**config.mk**
```make
export PLATFORM = sky130hd
export DESIGN_NAME = ssp_slave_port
export DESIGN_NICKNAME = d
export VERILOG_FILES = /design/src/rtl/ssp_pkg.sv /design/src/rtl/ssp_edge_sync.sv /design/src/rtl/ssp_slave_port.sv
export SDC_FILE = /design/constraint.sdc
export NUM_CORES = 1
export LEC_CHECK = 0
export ABC_CLOCK_PERIOD_IN_PS = 3600
export BUFFER_PORTS_ARGS = -buffer_cell sky130_fd_sc_hd__buf_2
export CAP_MARGIN = 10
export CORE_ASPECT_RATIO = 1.75
export CORE_UTILIZATION = 50
export CTS_CLUSTER_DIAMETER = 40
export DETAILED_ROUTE_END_ITERATION = 8
export PLACE_DENSITY = 0.82
export SYNTH_ARGS = -nofsm -noshare
export SYNTH_HDL_FRONTEND = slang
export SYNTH_SLANG_ARGS = --single-unit
```
**constraint.sdc**
```tcl
create_clock -name sys_clk_in -period 3.6 [get_ports sys_clk_in]
set_input_delay 1.08 -clock sys_clk_in [delete_from_list [all_inputs] [get_ports sys_clk_in]]
set_output_delay 1.08 -clock sys_clk_in [all_outputs]
set_load 0.05 [all_outputs]
```
**src/rtl/ssp_pkg.sv**
```systemverilog
// shared constants, register map and types of the sync serial slave port
package ssp_pkg;

    // register byte offsets on the axi4-lite bus
    localparam logic [7:0] OFF_IRQ_FLAGS    = 8'h00;
    localparam logic [7:0] OFF_IRQ_ENABLES  = 8'h04;
    localparam logic [7:0] OFF_IRQ_PRIORITY = 8'h08;
    localparam logic [7:0] OFF_RX_STATUS    = 8'h0C;
    localparam logic [7:0] OFF_TX_BUFFER    = 8'h10;
    localparam logic [7:0] OFF_TX_STATUS    = 8'h14;
    localparam logic [7:0] OFF_RATE_GEN     = 8'h18;
    localparam logic [7:0] OFF_RX_BUFFER    = 8'h1C;
    localparam logic [7:0] OFF_IRQ_CONTROL  = 8'h20;
    localparam logic [7:0] OFF_POWER_MODE   = 8'h24;

    // field positions in peripheral_irq_flags / enables
    localparam int RX_FLAG_BIT = 5;
    localparam int TX_FLAG_BIT = 4;
    // receive_status_control
    localparam int PORT_EN_BIT  = 7;
    localparam int RX_NINE_BIT  = 6;
    localparam int SINGLE_RX_BIT = 5;
    localparam int CONT_RX_BIT  = 4;
    localparam int ADDEN_BIT    = 3;
    localparam int FERR_BIT     = 2;
    localparam int OERR_BIT     = 1;
    localparam int RX9D_BIT     = 0;
    // transmit_status_control
    localparam int CLK_SRC_BIT  = 7;
    localparam int TX_NINE_BIT  = 6;
    localparam int TX_EN_BIT    = 5;
    localparam int SYNC_BIT     = 4;
    localparam int SENDB_BIT    = 3;
    localparam int BRGH_BIT     = 2;
    localparam int SHIFT_EMPTY_BIT = 1;
    localparam int TX_NINTH_BIT = 0;
    // irq_control_register
    localparam int GLOBAL_IRQ_BIT  = 7;
    localparam int PERIPH_GATE_BIT = 6;

    // reset values
    localparam logic [7:0] RX_STATUS_RESET = 8'h00;
    localparam logic [7:0] TX_STATUS_RESET = 8'h02;
    localparam logic [7:0] BYTE_ZERO       = 8'h00;

    localparam logic [1:0] RESP_OKAY   = 2'h0;
    localparam logic [1:0] RESP_SLVERR = 2'h2;

    localparam int WORD_BITS  = 9;
    localparam int COUNT_BITS = 4;

    // shift clock edges seen by the system clock
    typedef struct packed {
        logic rise;
        logic fall;
        logic level;
    } ssp_edge_s;

    typedef enum logic [1:0] {
        SSP_TX_IDLE,
        SSP_TX_SHIFT
    } ssp_tx_e;

endpackage : ssp_pkg

```
**src/rtl/ssp_edge_sync.sv**
```systemverilog
// two-flop synchroniser plus edge detector for the external shift clock
module ssp_edge_sync
(
    // clock and reset
    input  wire logic              clk_in,
    input  wire logic              rst_n_in,
    // raw pin and synchronised edges
    input  wire logic              pin_in,
    output ssp_pkg::ssp_edge_s     edge_out
);
    import ssp_pkg::*;

    logic meta;
    logic sync;
    logic prev;

    always_ff @(posedge clk_in or negedge rst_n_in)
    begin
        if (!rst_n_in)
        begin
            meta <= 1'b0;
            sync <= 1'b0;
            prev <= 1'b0;
        end
        else
        begin
            meta <= pin_in;
            sync <= meta;
            prev <= sync;
        end
    end

    assign edge_out.rise  = sync & ~prev;
    assign edge_out.fall  = ~sync & prev;
    assign edge_out.level = sync;

endmodule : ssp_edge_sync

```
**src/rtl/ssp_slave_port.sv**
```systemverilog
// synchronous slave serial port with axi4-lite register access
// How it works
// - slave mode when clock source clear, clocked mode and port enable set.
// - shift clock pin is input only; edges from outside shift the data.
// - transfers continue in any low-power mode; clock comes from outside.
// - slave transmit matches master transmit: buffer hand-off, flags, ninth bit.
// - first of two words moves to shifter at once; second waits in buffer.
// - empty flag stays clear while second waits; set after it loads.
// - empty flag with its interrupt enable gives wake request; vector needs global enable.
// - buffer write starts transmit; ninth bit loaded beforehand is sent.
// - single receive enable ignored; only continuous receive enable governs reception.
// - word clocked in during low power is still received.
// - completed word moves from receive shifter to receive buffer.
// - receive completion with enable wakes device; vector needs global enable.
// - receive full flag sets on completion; request raised when enabled.
// - receive buffer read returns low eight data bits.
// - clearing continuous receive enable clears error indications.
// - empty flag sets on hand-off, clears only on buffer write.
// - shifter empty flag is read-only, set when shifter empty, no interrupt.
// - port enable turns the pins into shift clock and serial data.
// - receive samples data on falling edge of shift clock.
//
// Chosen here: the AXI4-Lite register port and the placing of the registers.
module ssp_slave_port
(
    // clock and reset
    input  wire logic        sys_clk_in,
    input  wire logic        nrst_in,
    // axi4-lite slave
    input  wire logic [7:0]  s_awaddr_in,
    input  wire logic        s_awvalid_in,
    output logic             s_awready_out,
    input  wire logic [31:0] s_wdata_in,
    input  wire logic [3:0]  s_wstrb_in,
    input  wire logic        s_wvalid_in,
    output logic             s_wready_out,
    output logic [1:0]       s_bresp_out,
    output logic             s_bvalid_out,
    input  wire logic        s_bready_in,
    input  wire logic [7:0]  s_araddr_in,
    input  wire logic        s_arvalid_in,
    output logic             s_arready_out,
    output logic [31:0]      s_rdata_out,
    output logic [1:0]       s_rresp_out,
    output logic             s_rvalid_out,
    input  wire logic        s_rready_in,
    // serial pins
    input  wire logic        shift_timing_pin_in,
    input  wire logic        serial_line_pin_in,
    output logic             serial_line_pin_out,
    output logic             serial_line_pin_oe_out,
    // wake and interrupt
    output logic             wake_out,
    output logic             irq_vector_out
);
    import ssp_pkg::*;

    logic       rst_meta;
    logic       rst_n;
    ssp_edge_s  sck;
    logic       dat_meta;
    logic       dat_sync;

    logic [7:0] rx_ctl;
    logic [7:0] tx_ctl;
    logic [7:0] irq_en;
    logic [7:0] irq_pri;
    logic [7:0] rate_ctl;
    logic [7:0] irq_ctl;
    logic [1:0] power_mode;
    logic [7:0] tx_buf;
    logic       tx_buf_full;
    logic       tx_flag;
    logic [8:0] tx_shift;
    logic [3:0] tx_cnt;
    ssp_tx_e    tx_state;
    logic [8:0] rx_shift;
    logic [3:0] rx_cnt;
    logic [7:0] rx_buf;
    logic       rx_ninth;
    logic       rx_flag;
    logic       overrun;

    logic       slave_mode;
    logic       tx_done;
    logic       rx_done;
    logic [3:0] word_len;
    logic [3:0] rx_len;
    logic       aw_hold;
    logic       w_hold;
    logic [7:0] aw_addr;
    logic [7:0] w_data;
    logic       w_lane0;
    logic       wr_fire;
    logic       rd_fire;
    logic       txbuf_write;
    logic       rxbuf_read;

    function automatic logic [3:0] bits_of(input logic nine);
        return nine ? 4'h9 : 4'h8;
    endfunction : bits_of

    // reset release through two flops
    always_ff @(posedge sys_clk_in or negedge nrst_in)
    begin
        if (!nrst_in)
        begin
            rst_meta <= 1'b0;
            rst_n    <= 1'b0;
        end
        else
        begin
            rst_meta <= 1'b1;
            rst_n    <= rst_meta;
        end
    end

    ssp_edge_sync u_sck_sync
    (
        .clk_in   (sys_clk_in),
        .rst_n_in (rst_n),
        .pin_in   (shift_timing_pin_in),
        .edge_out (sck)
    );

    always_ff @(posedge sys_clk_in or negedge rst_n)
    begin
        if (!rst_n)
        begin
            dat_meta <= 1'b0;
            dat_sync <= 1'b0;
        end
        else
        begin
            dat_meta <= serial_line_pin_in;
            dat_sync <= dat_meta;
        end
    end

    assign slave_mode = rx_ctl[PORT_EN_BIT] & tx_ctl[SYNC_BIT] & ~tx_ctl[CLK_SRC_BIT];
    assign word_len   = bits_of(tx_ctl[TX_NINE_BIT]);
    assign rx_len     = bits_of(rx_ctl[RX_NINE_BIT]);

    // axi write channel capture, either order
    assign wr_fire = aw_hold & w_hold & ~s_bvalid_out;
    always_ff @(posedge sys_clk_in or negedge rst_n)
    begin
        if (!rst_n)
        begin
            aw_hold       <= 1'b0;
            w_hold        <= 1'b0;
            aw_addr       <= BYTE_ZERO;
            w_data        <= BYTE_ZERO;
            w_lane0       <= 1'b0;
            s_awready_out <= 1'b1;
            s_wready_out  <= 1'b1;
            s_bvalid_out  <= 1'b0;
            s_bresp_out   <= RESP_OKAY;
        end
        else
        begin
            if (s_awvalid_in && s_awready_out)
            begin
                aw_hold       <= 1'b1;
                aw_addr       <= s_awaddr_in;
                s_awready_out <= 1'b0;
            end
            if (s_wvalid_in && s_wready_out)
            begin
                w_hold       <= 1'b1;
                w_data       <= s_wdata_in[7:0];
                w_lane0      <= s_wstrb_in[0];
                s_wready_out <= 1'b0;
            end
            if (wr_fire)
            begin
                aw_hold      <= 1'b0;
                w_hold       <= 1'b0;
                s_bvalid_out <= 1'b1;
                s_bresp_out  <= (aw_addr > OFF_POWER_MODE || aw_addr[1:0] != 2'h0)
                                ? RESP_SLVERR : RESP_OKAY;
            end
            if (s_bvalid_out && s_bready_in)
            begin
                s_bvalid_out  <= 1'b0;
                s_awready_out <= 1'b1;
                s_wready_out  <= 1'b1;
            end
        end
    end

    assign txbuf_write = wr_fire & w_lane0 & (aw_addr == OFF_TX_BUFFER);

    // control registers
    always_ff @(posedge sys_clk_in or negedge rst_n)
    begin
        if (!rst_n)
        begin
            rx_ctl     <= RX_STATUS_RESET;
            tx_ctl     <= TX_STATUS_RESET;
            irq_en     <= BYTE_ZERO;
            irq_pri    <= BYTE_ZERO;
            rate_ctl   <= BYTE_ZERO;
            irq_ctl    <= BYTE_ZERO;
            power_mode <= 2'h0;
        end
        else if (wr_fire && w_lane0)
        begin
            unique case (aw_addr)
                OFF_IRQ_ENABLES:  irq_en     <= w_data & 8'h37;
                OFF_IRQ_PRIORITY: irq_pri    <= w_data & 8'h37;
                OFF_RX_STATUS:    rx_ctl     <= w_data & 8'hF9;
                OFF_TX_STATUS:    tx_ctl     <= w_data & 8'hFD;
                OFF_RATE_GEN:     rate_ctl   <= w_data & 8'h1B;
                OFF_IRQ_CONTROL:  irq_ctl    <= w_data & 8'hC0;
                // power mode only tags state; port keeps running in it
                OFF_POWER_MODE:   power_mode <= w_data[1:0];
                default:          ;
            endcase
        end
    end

    // buffer write, flag clears only on write
    // immediate hand-off, flag after reload, same as master
    assign tx_done = (tx_state == SSP_TX_SHIFT) && sck.rise && (tx_cnt == 4'h1);
    always_ff @(posedge sys_clk_in or negedge rst_n)
    begin
        if (!rst_n)
        begin
            tx_buf      <= BYTE_ZERO;
            tx_buf_full <= 1'b0;
            tx_flag     <= 1'b1;
            tx_shift    <= 9'h000;
            tx_cnt      <= 4'h0;
            tx_state    <= SSP_TX_IDLE;
        end
        else if (!slave_mode || !tx_ctl[TX_EN_BIT])
        begin
            tx_state <= SSP_TX_IDLE;
            tx_cnt   <= 4'h0;
            if (txbuf_write)
            begin
                tx_buf      <= w_data;
                tx_buf_full <= 1'b1;
                tx_flag     <= 1'b0;
            end
        end
        else
        begin
            unique case (tx_state)
                SSP_TX_IDLE:
                begin
                    if (tx_buf_full)
                    begin
                        tx_shift    <= {tx_ctl[TX_NINTH_BIT], tx_buf};
                        tx_cnt      <= word_len;
                        tx_state    <= SSP_TX_SHIFT;
                        tx_buf_full <= 1'b0;
                        tx_flag     <= 1'b1;
                    end
                end
                SSP_TX_SHIFT:
                begin
                    if (sck.rise)
                    begin
                        tx_shift <= {1'b0, tx_shift[8:1]};
                        tx_cnt   <= tx_cnt - 4'h1;
                        if (tx_done)
                        begin
                            tx_state <= SSP_TX_IDLE;
                        end
                    end
                end
            endcase
            if (txbuf_write)
            begin
                tx_buf      <= w_data;
                tx_buf_full <= 1'b1;
                tx_flag     <= 1'b0;
            end
        end
    end

    always_ff @(posedge sys_clk_in or negedge rst_n)
    begin
        if (!rst_n)
        begin
            serial_line_pin_out    <= 1'b0;
            serial_line_pin_oe_out <= 1'b0;
        end
        else
        begin
            serial_line_pin_out    <= tx_shift[0];
            serial_line_pin_oe_out <= slave_mode & tx_ctl[TX_EN_BIT]
                                      & ~rx_ctl[CONT_RX_BIT];
        end
    end

    // only continuous enable, falling edge sample
    assign rx_done = slave_mode && rx_ctl[CONT_RX_BIT] && sck.fall && (rx_cnt == rx_len - 4'h1);
    always_ff @(posedge sys_clk_in or negedge rst_n)
    begin
        if (!rst_n)
        begin
            rx_shift <= 9'h000;
            rx_cnt   <= 4'h0;
        end
        else if (!slave_mode || !rx_ctl[CONT_RX_BIT])
        begin
            rx_cnt <= 4'h0;
        end
        else if (sck.fall)
        begin
            rx_shift <= {dat_sync, rx_shift[8:1]};
            rx_cnt   <= rx_done ? 4'h0 : rx_cnt + 4'h1;
        end
    end

    assign rxbuf_read = rd_fire && (s_araddr_in == OFF_RX_BUFFER);

    always_ff @(posedge sys_clk_in or negedge rst_n)
    begin
        if (!rst_n)
        begin
            rx_buf   <= BYTE_ZERO;
            rx_ninth <= 1'b0;
            rx_flag  <= 1'b0;
            overrun  <= 1'b0;
        end
        else
        begin
            if (rx_done && (!rx_flag || rxbuf_read))
            begin
                rx_buf   <= rx_ctl[RX_NINE_BIT] ? rx_shift[8:1] : {dat_sync, rx_shift[8:2]};
                rx_ninth <= rx_ctl[RX_NINE_BIT] ? dat_sync : 1'b0;
                rx_flag  <= 1'b1;
            end
            else if (rxbuf_read)
            begin
                rx_flag <= 1'b0;
            end
            if (rx_done && rx_flag && !rxbuf_read)
            begin
                overrun <= 1'b1;
            end
            else if (!rx_ctl[CONT_RX_BIT])
            begin
                overrun <= 1'b0;
            end
        end
    end

    // wake on enabled flag, vector gated globally
    always_ff @(posedge sys_clk_in or negedge rst_n)
    begin
        if (!rst_n)
        begin
            wake_out       <= 1'b0;
            irq_vector_out <= 1'b0;
        end
        else
        begin
            wake_out       <= (tx_flag & irq_en[TX_FLAG_BIT]) | (rx_flag & irq_en[RX_FLAG_BIT]);
            irq_vector_out <= ((tx_flag & irq_en[TX_FLAG_BIT]) | (rx_flag & irq_en[RX_FLAG_BIT]))
                              & irq_ctl[GLOBAL_IRQ_BIT] & irq_ctl[PERIPH_GATE_BIT];
        end
    end

    // axi read channel; low eight bits, shifter empty status
    assign rd_fire = s_arvalid_in & s_arready_out;
    always_ff @(posedge sys_clk_in or negedge rst_n)
    begin
        if (!rst_n)
        begin
            s_arready_out <= 1'b1;
            s_rvalid_out  <= 1'b0;
            s_rdata_out   <= 32'h0000_0000;
            s_rresp_out   <= RESP_OKAY;
        end
        else if (rd_fire)
        begin
            s_arready_out <= 1'b0;
            s_rvalid_out  <= 1'b1;
            s_rresp_out   <= RESP_OKAY;
            unique case (s_araddr_in)
                OFF_IRQ_FLAGS:    s_rdata_out <= {26'h0, rx_flag, tx_flag, 4'h0};
                OFF_IRQ_ENABLES:  s_rdata_out <= {24'h0, irq_en};
                OFF_IRQ_PRIORITY: s_rdata_out <= {24'h0, irq_pri};
                OFF_RX_STATUS:    s_rdata_out <= {24'h0, rx_ctl[7:3], 1'b0, overrun, rx_ninth};
                OFF_TX_STATUS:    s_rdata_out <= {24'h0, tx_ctl[7:2],
                                                  tx_state == SSP_TX_IDLE, tx_ctl[0]};
                OFF_RATE_GEN:     s_rdata_out <= {24'h0, rate_ctl};
                OFF_RX_BUFFER:    s_rdata_out <= {24'h0, rx_buf};
                OFF_IRQ_CONTROL:  s_rdata_out <= {24'h0, irq_ctl};
                OFF_POWER_MODE:   s_rdata_out <= {30'h0, power_mode};
                default:
                begin
                    s_rdata_out <= 32'h0000_0000;
                    s_rresp_out <= RESP_SLVERR;
                end
            endcase
        end
        else if (s_rvalid_out && s_rready_in)
        begin
            s_rvalid_out  <= 1'b0;
            s_arready_out <= 1'b1;
        end
    end

    // flag clear while a second word waits behind a busy shifter
    wait_flag_a: assert property (@(posedge sys_clk_in) disable iff (!rst_n)
        (tx_buf_full && tx_state == SSP_TX_SHIFT) |-> !tx_flag)
        else $error("empty flag set while word waits");

    flag_clear_a: assert property (@(posedge sys_clk_in) disable iff (!rst_n)
        txbuf_write |=> !tx_flag)
        else $error("buffer write did not clear empty flag");

    // handoff in one cycle when idle
    handoff_a: assert property (@(posedge sys_clk_in) disable iff (!rst_n)
        (slave_mode && tx_ctl[TX_EN_BIT] && tx_state == SSP_TX_IDLE && tx_buf_full
         && !txbuf_write) |=> (tx_state == SSP_TX_SHIFT && tx_flag))
        else $error("word not handed to shifter");

    rx_flag_a: assert property (@(posedge sys_clk_in) disable iff (!rst_n)
        rx_done |=> rx_flag)
        else $error("receive flag not set on completion");

    overrun_keep_a: assert property (@(posedge sys_clk_in) disable iff (!rst_n)
        (rx_done && rx_flag && !rxbuf_read) |=> (overrun && $stable(rx_buf)))
        else $error("overrun lost or data overwritten");

    err_clear_a: assert property (@(posedge sys_clk_in) disable iff (!rst_n)
        (!rx_ctl[CONT_RX_BIT] && !rx_done) |=> !overrun)
        else $error("error not cleared");

    // no reception without continuous enable; count drops one cycle later
    rx_gate_a: assert property (@(posedge sys_clk_in) disable iff (!rst_n)
        !rx_ctl[CONT_RX_BIT] |-> (!rx_done ##1 (rx_cnt == 4'h0)))
        else $error("receive ran without continuous enable");

    // vector only with both global gates
    vector_gate_a: assert property (@(posedge sys_clk_in) disable iff (!rst_n)
        irq_vector_out |-> ($past(irq_ctl[GLOBAL_IRQ_BIT]) && $past(irq_ctl[PERIPH_GATE_BIT])
            && wake_out))
        else $error("vector without global enable");

endmodule : ssp_slave_port

```
# Word-level counts from Yosys, hierarchy flattened
# Index checks and enable logic that the tools add are counted.
# totals
reg_bits	152
mem_bits_rw	0
latchBits	0
output_inout_bits	45
rom_bits	0
word_cells	195
n_memories	0
# op_classes
div_mod_pow	0
multipliers	0
n_mux	49
add_sub_neg	3
bitwise_logic	23
n_eq_ne	26
reduce_logical	50
n_shift	0
order_cmp	1
# op_table
operator	n
case mux 8 bit (9 select lines)	1
equality test 8 x 5 -> 1 bit (second input constant)	6
equality test 8 x 4 -> 1 bit (second input constant)	4
equality test 8 x 6 -> 1 bit (second input constant)	4
two-way mux 1 bit	30
two-way mux 4 bit	6
nonzero test 2 bit	11
AND reduction 2 bit	10
two-way mux 9 bit	2
case mux 9 bit (2 select lines)	1
equality test 8 x 3 -> 1 bit (second input constant)	2
bitwise AND 1 bit	15
logical AND 1 bit	14
two-way mux 2 bit	6
AND reduction 3 bit	3
OR reduction 9 bit	1
> comparator 8 x 6 -> 1 bit (second input constant)	1
zero test 8 bit	1
two-way mux 8 bit	1
case mux 4 bit (2 select lines)	1
subtractor 4 x 1 -> 4 bit (second input constant)	2
NOT 1 bit	7
!= test 2 bit (second input constant)	3
!= test 3 x 2 -> 1 bit (second input constant)	2
11 further kinds	18

# Depth between registers and ports, before layout
# logic_depth
ltp_word	8
depth_mapped	6

# Hierarchy
# Synthesis repeated with hierarchy kept, for this count alone.
# unflattened
cells_unflattened	458
hier_area_um2	5614.1
# by_module_without_submodules
mod	instances	seq_area_each_um2	area_per_inst_um2	cells_per_inst
ssp_slave_port	1	2982.9	5516.5	452
ssp_edge_sync	1	75.1	97.6	6

# Worst setup path before layout
# Ideal clock, no wire load.
# synth_timing
path_kind	input to register
from	in s_araddr_in[5]
to	reg rx_buf[0]
setup_slack_ps	1010
arrival_ps	2465
cell_stages	5
setup_time_ps	125
cell_sequence	buf_6 > or4b_4 > o41ai_4 > nand3_4 > mux2_2
# synth_between
elab_chain_cells	4
# synth_rtl
item	line_no	source
start, declared	ssp_slave_port.sv:40	input wire logic [7:0] s_araddr_in,
equality test 8 x 5 -> 1 bit	ssp_slave_port.sv:319	assign rxbuf_read = rd_fire && (s_araddr_in == OFF_RX_BUFFER);
logical AND 1 bit	ssp_slave_port.sv:319	
logical OR 1 bit	ssp_slave_port.sv:332	if (rx_done && (!rx_flag || rxbuf_read))
logical AND 1 bit	ssp_slave_port.sv:332	
end signal, assigned	ssp_slave_port.sv:334	rx_buf <= rx_ctl[RX_NINE_BIT] ? rx_shift[8:1] : {dat_sync, rx_shift[8:2]};
end, declared	ssp_slave_port.sv:79	logic [7:0] rx_buf;
# No other way between the ends.
# A chain may end at the register's enable or synchronous reset.

# Worst setup path after layout
# layout_timing
from	in s_araddr_in[4]
to	reg rx_buf[4]
# Same word-level chain as after synthesis.

==> impl_metrics.py <==
metrics = {
    "global_routing": {
        "grt_pass1_wl_um": 18800,
        "track_usage_pct": 21.9,
        "grt_overflow": 0,
        "grt_max_degree": 69,
        "grt_pass1_vias": 3847,
        "antenna_found_initial": 0,
    },
    "timing": {
        "finalCriticalPeriod_ps": 2500,
        "worstMarginPinSlew_ps": 931,
        "finalSetupTns_ps": 0,
        "relSlewSlack_pct": 37.4,
        "setup_viol": 0,
        "setup_ws_ps": 1100,
        "fin_crit_sh_pct": 69.4,
        "slew_violations": 0,
        "fmax_mhz": 400,
        "rsz0062_at_grt": "no",
        "whs_ps": 346,
        "hold_violations": 0,
        "finClkSkew_ps": 7.48,
    },
    "logic_synthesis": {
        "synth-main-ff-cell": "dfrtp_1",
        "ys_warn_count": 0,
        "ys_ff_latch": 122,
        "avgSynthCellArea_um2": 12.7,
        "async_reset_ff_share_pct": 100,
        "postSynthCellCount": 444,
        "synth_enable_flop_cells": 0,
        "seq_area_frac_synth_pct": 54.2,
        "yosysUniqueCellTypes": 63,
        "synth_area_um2": 5650,
    },
    "floorplanning": {
        "die_w_um": 82.3,
        "placementRows": 51,
        "initial_utilization_pct": 51.1,
        "dieArea_um2": 11700,
        "fp.coreArea_um2": 11000,
        "ioPinCount": 106,
        "die_y_um": 143,
    },
    "power": {
        "vdd_drop_max_mv": 0.476,
        "p_leak_nw": 3.18,
        "finalPower_mw": 4.19,
        "power_density_nw_per_um2": 637,
    },
    "worst_hold_path": {
        "min_from": "dat_meta",
        "hp-class": "reg -> reg",
    },
    "place": {
        "port_buffers": 52,
        "pre_cts_ws_ps": 681,
        "dp_hpwl_um": 8170,
        "place.gp.congestion": 0.875,
    },
    "clock_tree": {
        "cts_setup_buffers": 0,
        "tritoncts": "done",
        "clock-root-buffer": "clkbuf_16",
        "path_clk_slew_ps": 50,
        "cts_buffer_depth": 2,
        "clk_latency_ps": 410,
        "cts_sinks": 122,
        "cts_buffers": 17,
        "cts_resized": 0,
        "htreeDepth": 4,
        "postCtsHoldBufs": 0,
    },
    "setup_path": {
        "crit_path_max_fanout": 17,
        "crit_path_end_kind": "register",
        "r2r-start": "tx_state[0]",
        "cp-startpoint": "s_araddr_in[4]",
        "worst_ep_required_time_ps": 3890,
        "crit_arrival_ps": 2790,
        "path_class": "in -> reg",
        "startpoint_type": "input port",
    },
    "job": {
        "max-cap-violations": 0,
    },
    "layout": {
        "area_delta_synth_final_pct": 16.6,
        "num-nets-final": 567,
        "n_antenna_cell": 0,
        "mostFrequentLayoutCell": "dfrtp_1",
        "mostFrequentLayoutCells": "dfrtp_1, mux2_2, buf_2",
        "multi_input_area_um2": 2360,
        "drive_gt1_share_pct": 37.8,
        "nFillCells": 856,
        "regArea_um2": 3060,
    },
    "route": {
        "vias": 3694,
        "wl_per_cell_um": 17.9,
        "viasPerCell": 5.70,
        "ant_nets": 0,
        "drc_errors": 0,
        "drt_first_pass_iters": 4,
        "drt_iter0_markers": 160,
        "drt_wl_total_um": 11600,
    },
    "status": {
        "outcome": "finished, final reports clean",
    },
}
-- final timing paths --
| check | cells after the start | to | slack (ps) |
|---|---|---|---|
| max in group asynchronous | 1 | tx_shift[0] | 2250 |
| worst min-delay path | 0 | dat_sync | 350 |
| worst max register to register | 5 | tx_shift[4] | 1200 |
| min in group asynchronous | 0 | rx_buf[1] | 440 |
| worst max-delay path | 5 | rx_buf[4] | 1100 |
| worst min register to register | 0 | dat_sync | 350 |
-- synth_stat cells (all sizes together) (2+ instances only) --
cell,instances,area (µm²)
nand4,4,25.0
dfrtp,118,2950
and2,2,12.5
mux2,87,1010
mux4,4,90.1
or4,2,18.8
nand4b,2,17.5
a22o,6,52.6
or2,2,12.5
o21ai,15,75.1
inv,13,48.8
and3,2,12.5
nor4,3,40.0
conb,2,7.51
nand3b,2,15.0
a31oi,2,12.5
buf,31,234
clkbuf,9,33.8
nor2,27,101
o31a,3,26.3
a32o,2,20.0
a32oi,3,26.3
a21oi,14,70.1
and3b,2,17.5
nand3,6,42.5
nand2,24,92.6
mux2i,13,130
nand2b,5,31.3
nor3,6,35.0
nor2b,3,18.8
dfstp,4,105
ha,3,37.5
nor3b,3,22.5
-- registers in the layout, summed over array words and instances (netlist names), 7 cells and up --
register and count:
tx_ctl 7, w_data 8, rx_shift 8, rx_buf 8, s_rdata_out 8, tx_shift 9
aw_addr 8, tx_buf 8
-- logic make-up (layout without fill, tap and decap cells) --
| group | count (synthesis) | count (layout) | synth area share, % |
|---|---|---|---|
| AOI/OAI and AO/OA | 59 | 59 | 7.43 |
| muxes | 104 | 104 | 21.8 |
| adders and majority gates | 3 | 3 | 0.665 |
| DFF | 122 | 122 | 54.2 |
| and+or+nand+nor | 100 | 100 | 10.1 |
| xor gates and xnor gates | 1 | 1 | 0.155 |
| other | 2 | 27 | 0.133 |
| buffers and inverters | 53 | 100 | 5.61 |
-- worst max-delay path: stages --
cell and delay [ps]:
buf_2 300, or4b_4 540, o41ai_4 330, nand3_4 190
mux2_2 350
-- layer usage --
metal,global-route usage (%),part of all wire [%],vias to the layer above
met4,10.8,3.8,0
li1,-,-,1674
met5,0,0,-
met3,5.77,4.6,28
met1,23.4,36,1864
met2,38.5,55,128
-- stage by stage --
stage,instances,util [%],instance area (µm²)
2_1_floorplan,469,-,5740
5_1_grt,648,59.6,6580
3_5_place_dp,616,53.7,5920
6_report,648,59.6,6580
3_3_place_gp,616,53.7,5920
4_1_cts,648,59.6,6580
-- cell type report --
class / count / share of cell area [%]
sequential: 122 / 46.5
clock inverter: 9 / 2.41
multi-input combinational: 294 / 35.9
timing repair buffer: 55 / 4.30
clock buffer: 23 / 7.57
tap: 132 / 2.51
inverter: 13 / 0.742
-- where the power goes --
| part | leakage, nW | internal [mW] | total [mW] | switching, mW |
|---|---|---|---|---|
| registers | 1.61 | 1.56 | 1.80 | 0.244 |
| clock network | 0.320 | 1.25 | 1.84 | 0.589 |
| logic | 1.25 | 0.231 | 0.549 | 0.318 |
No activity file was read; power rests on OpenSTA's default activity.
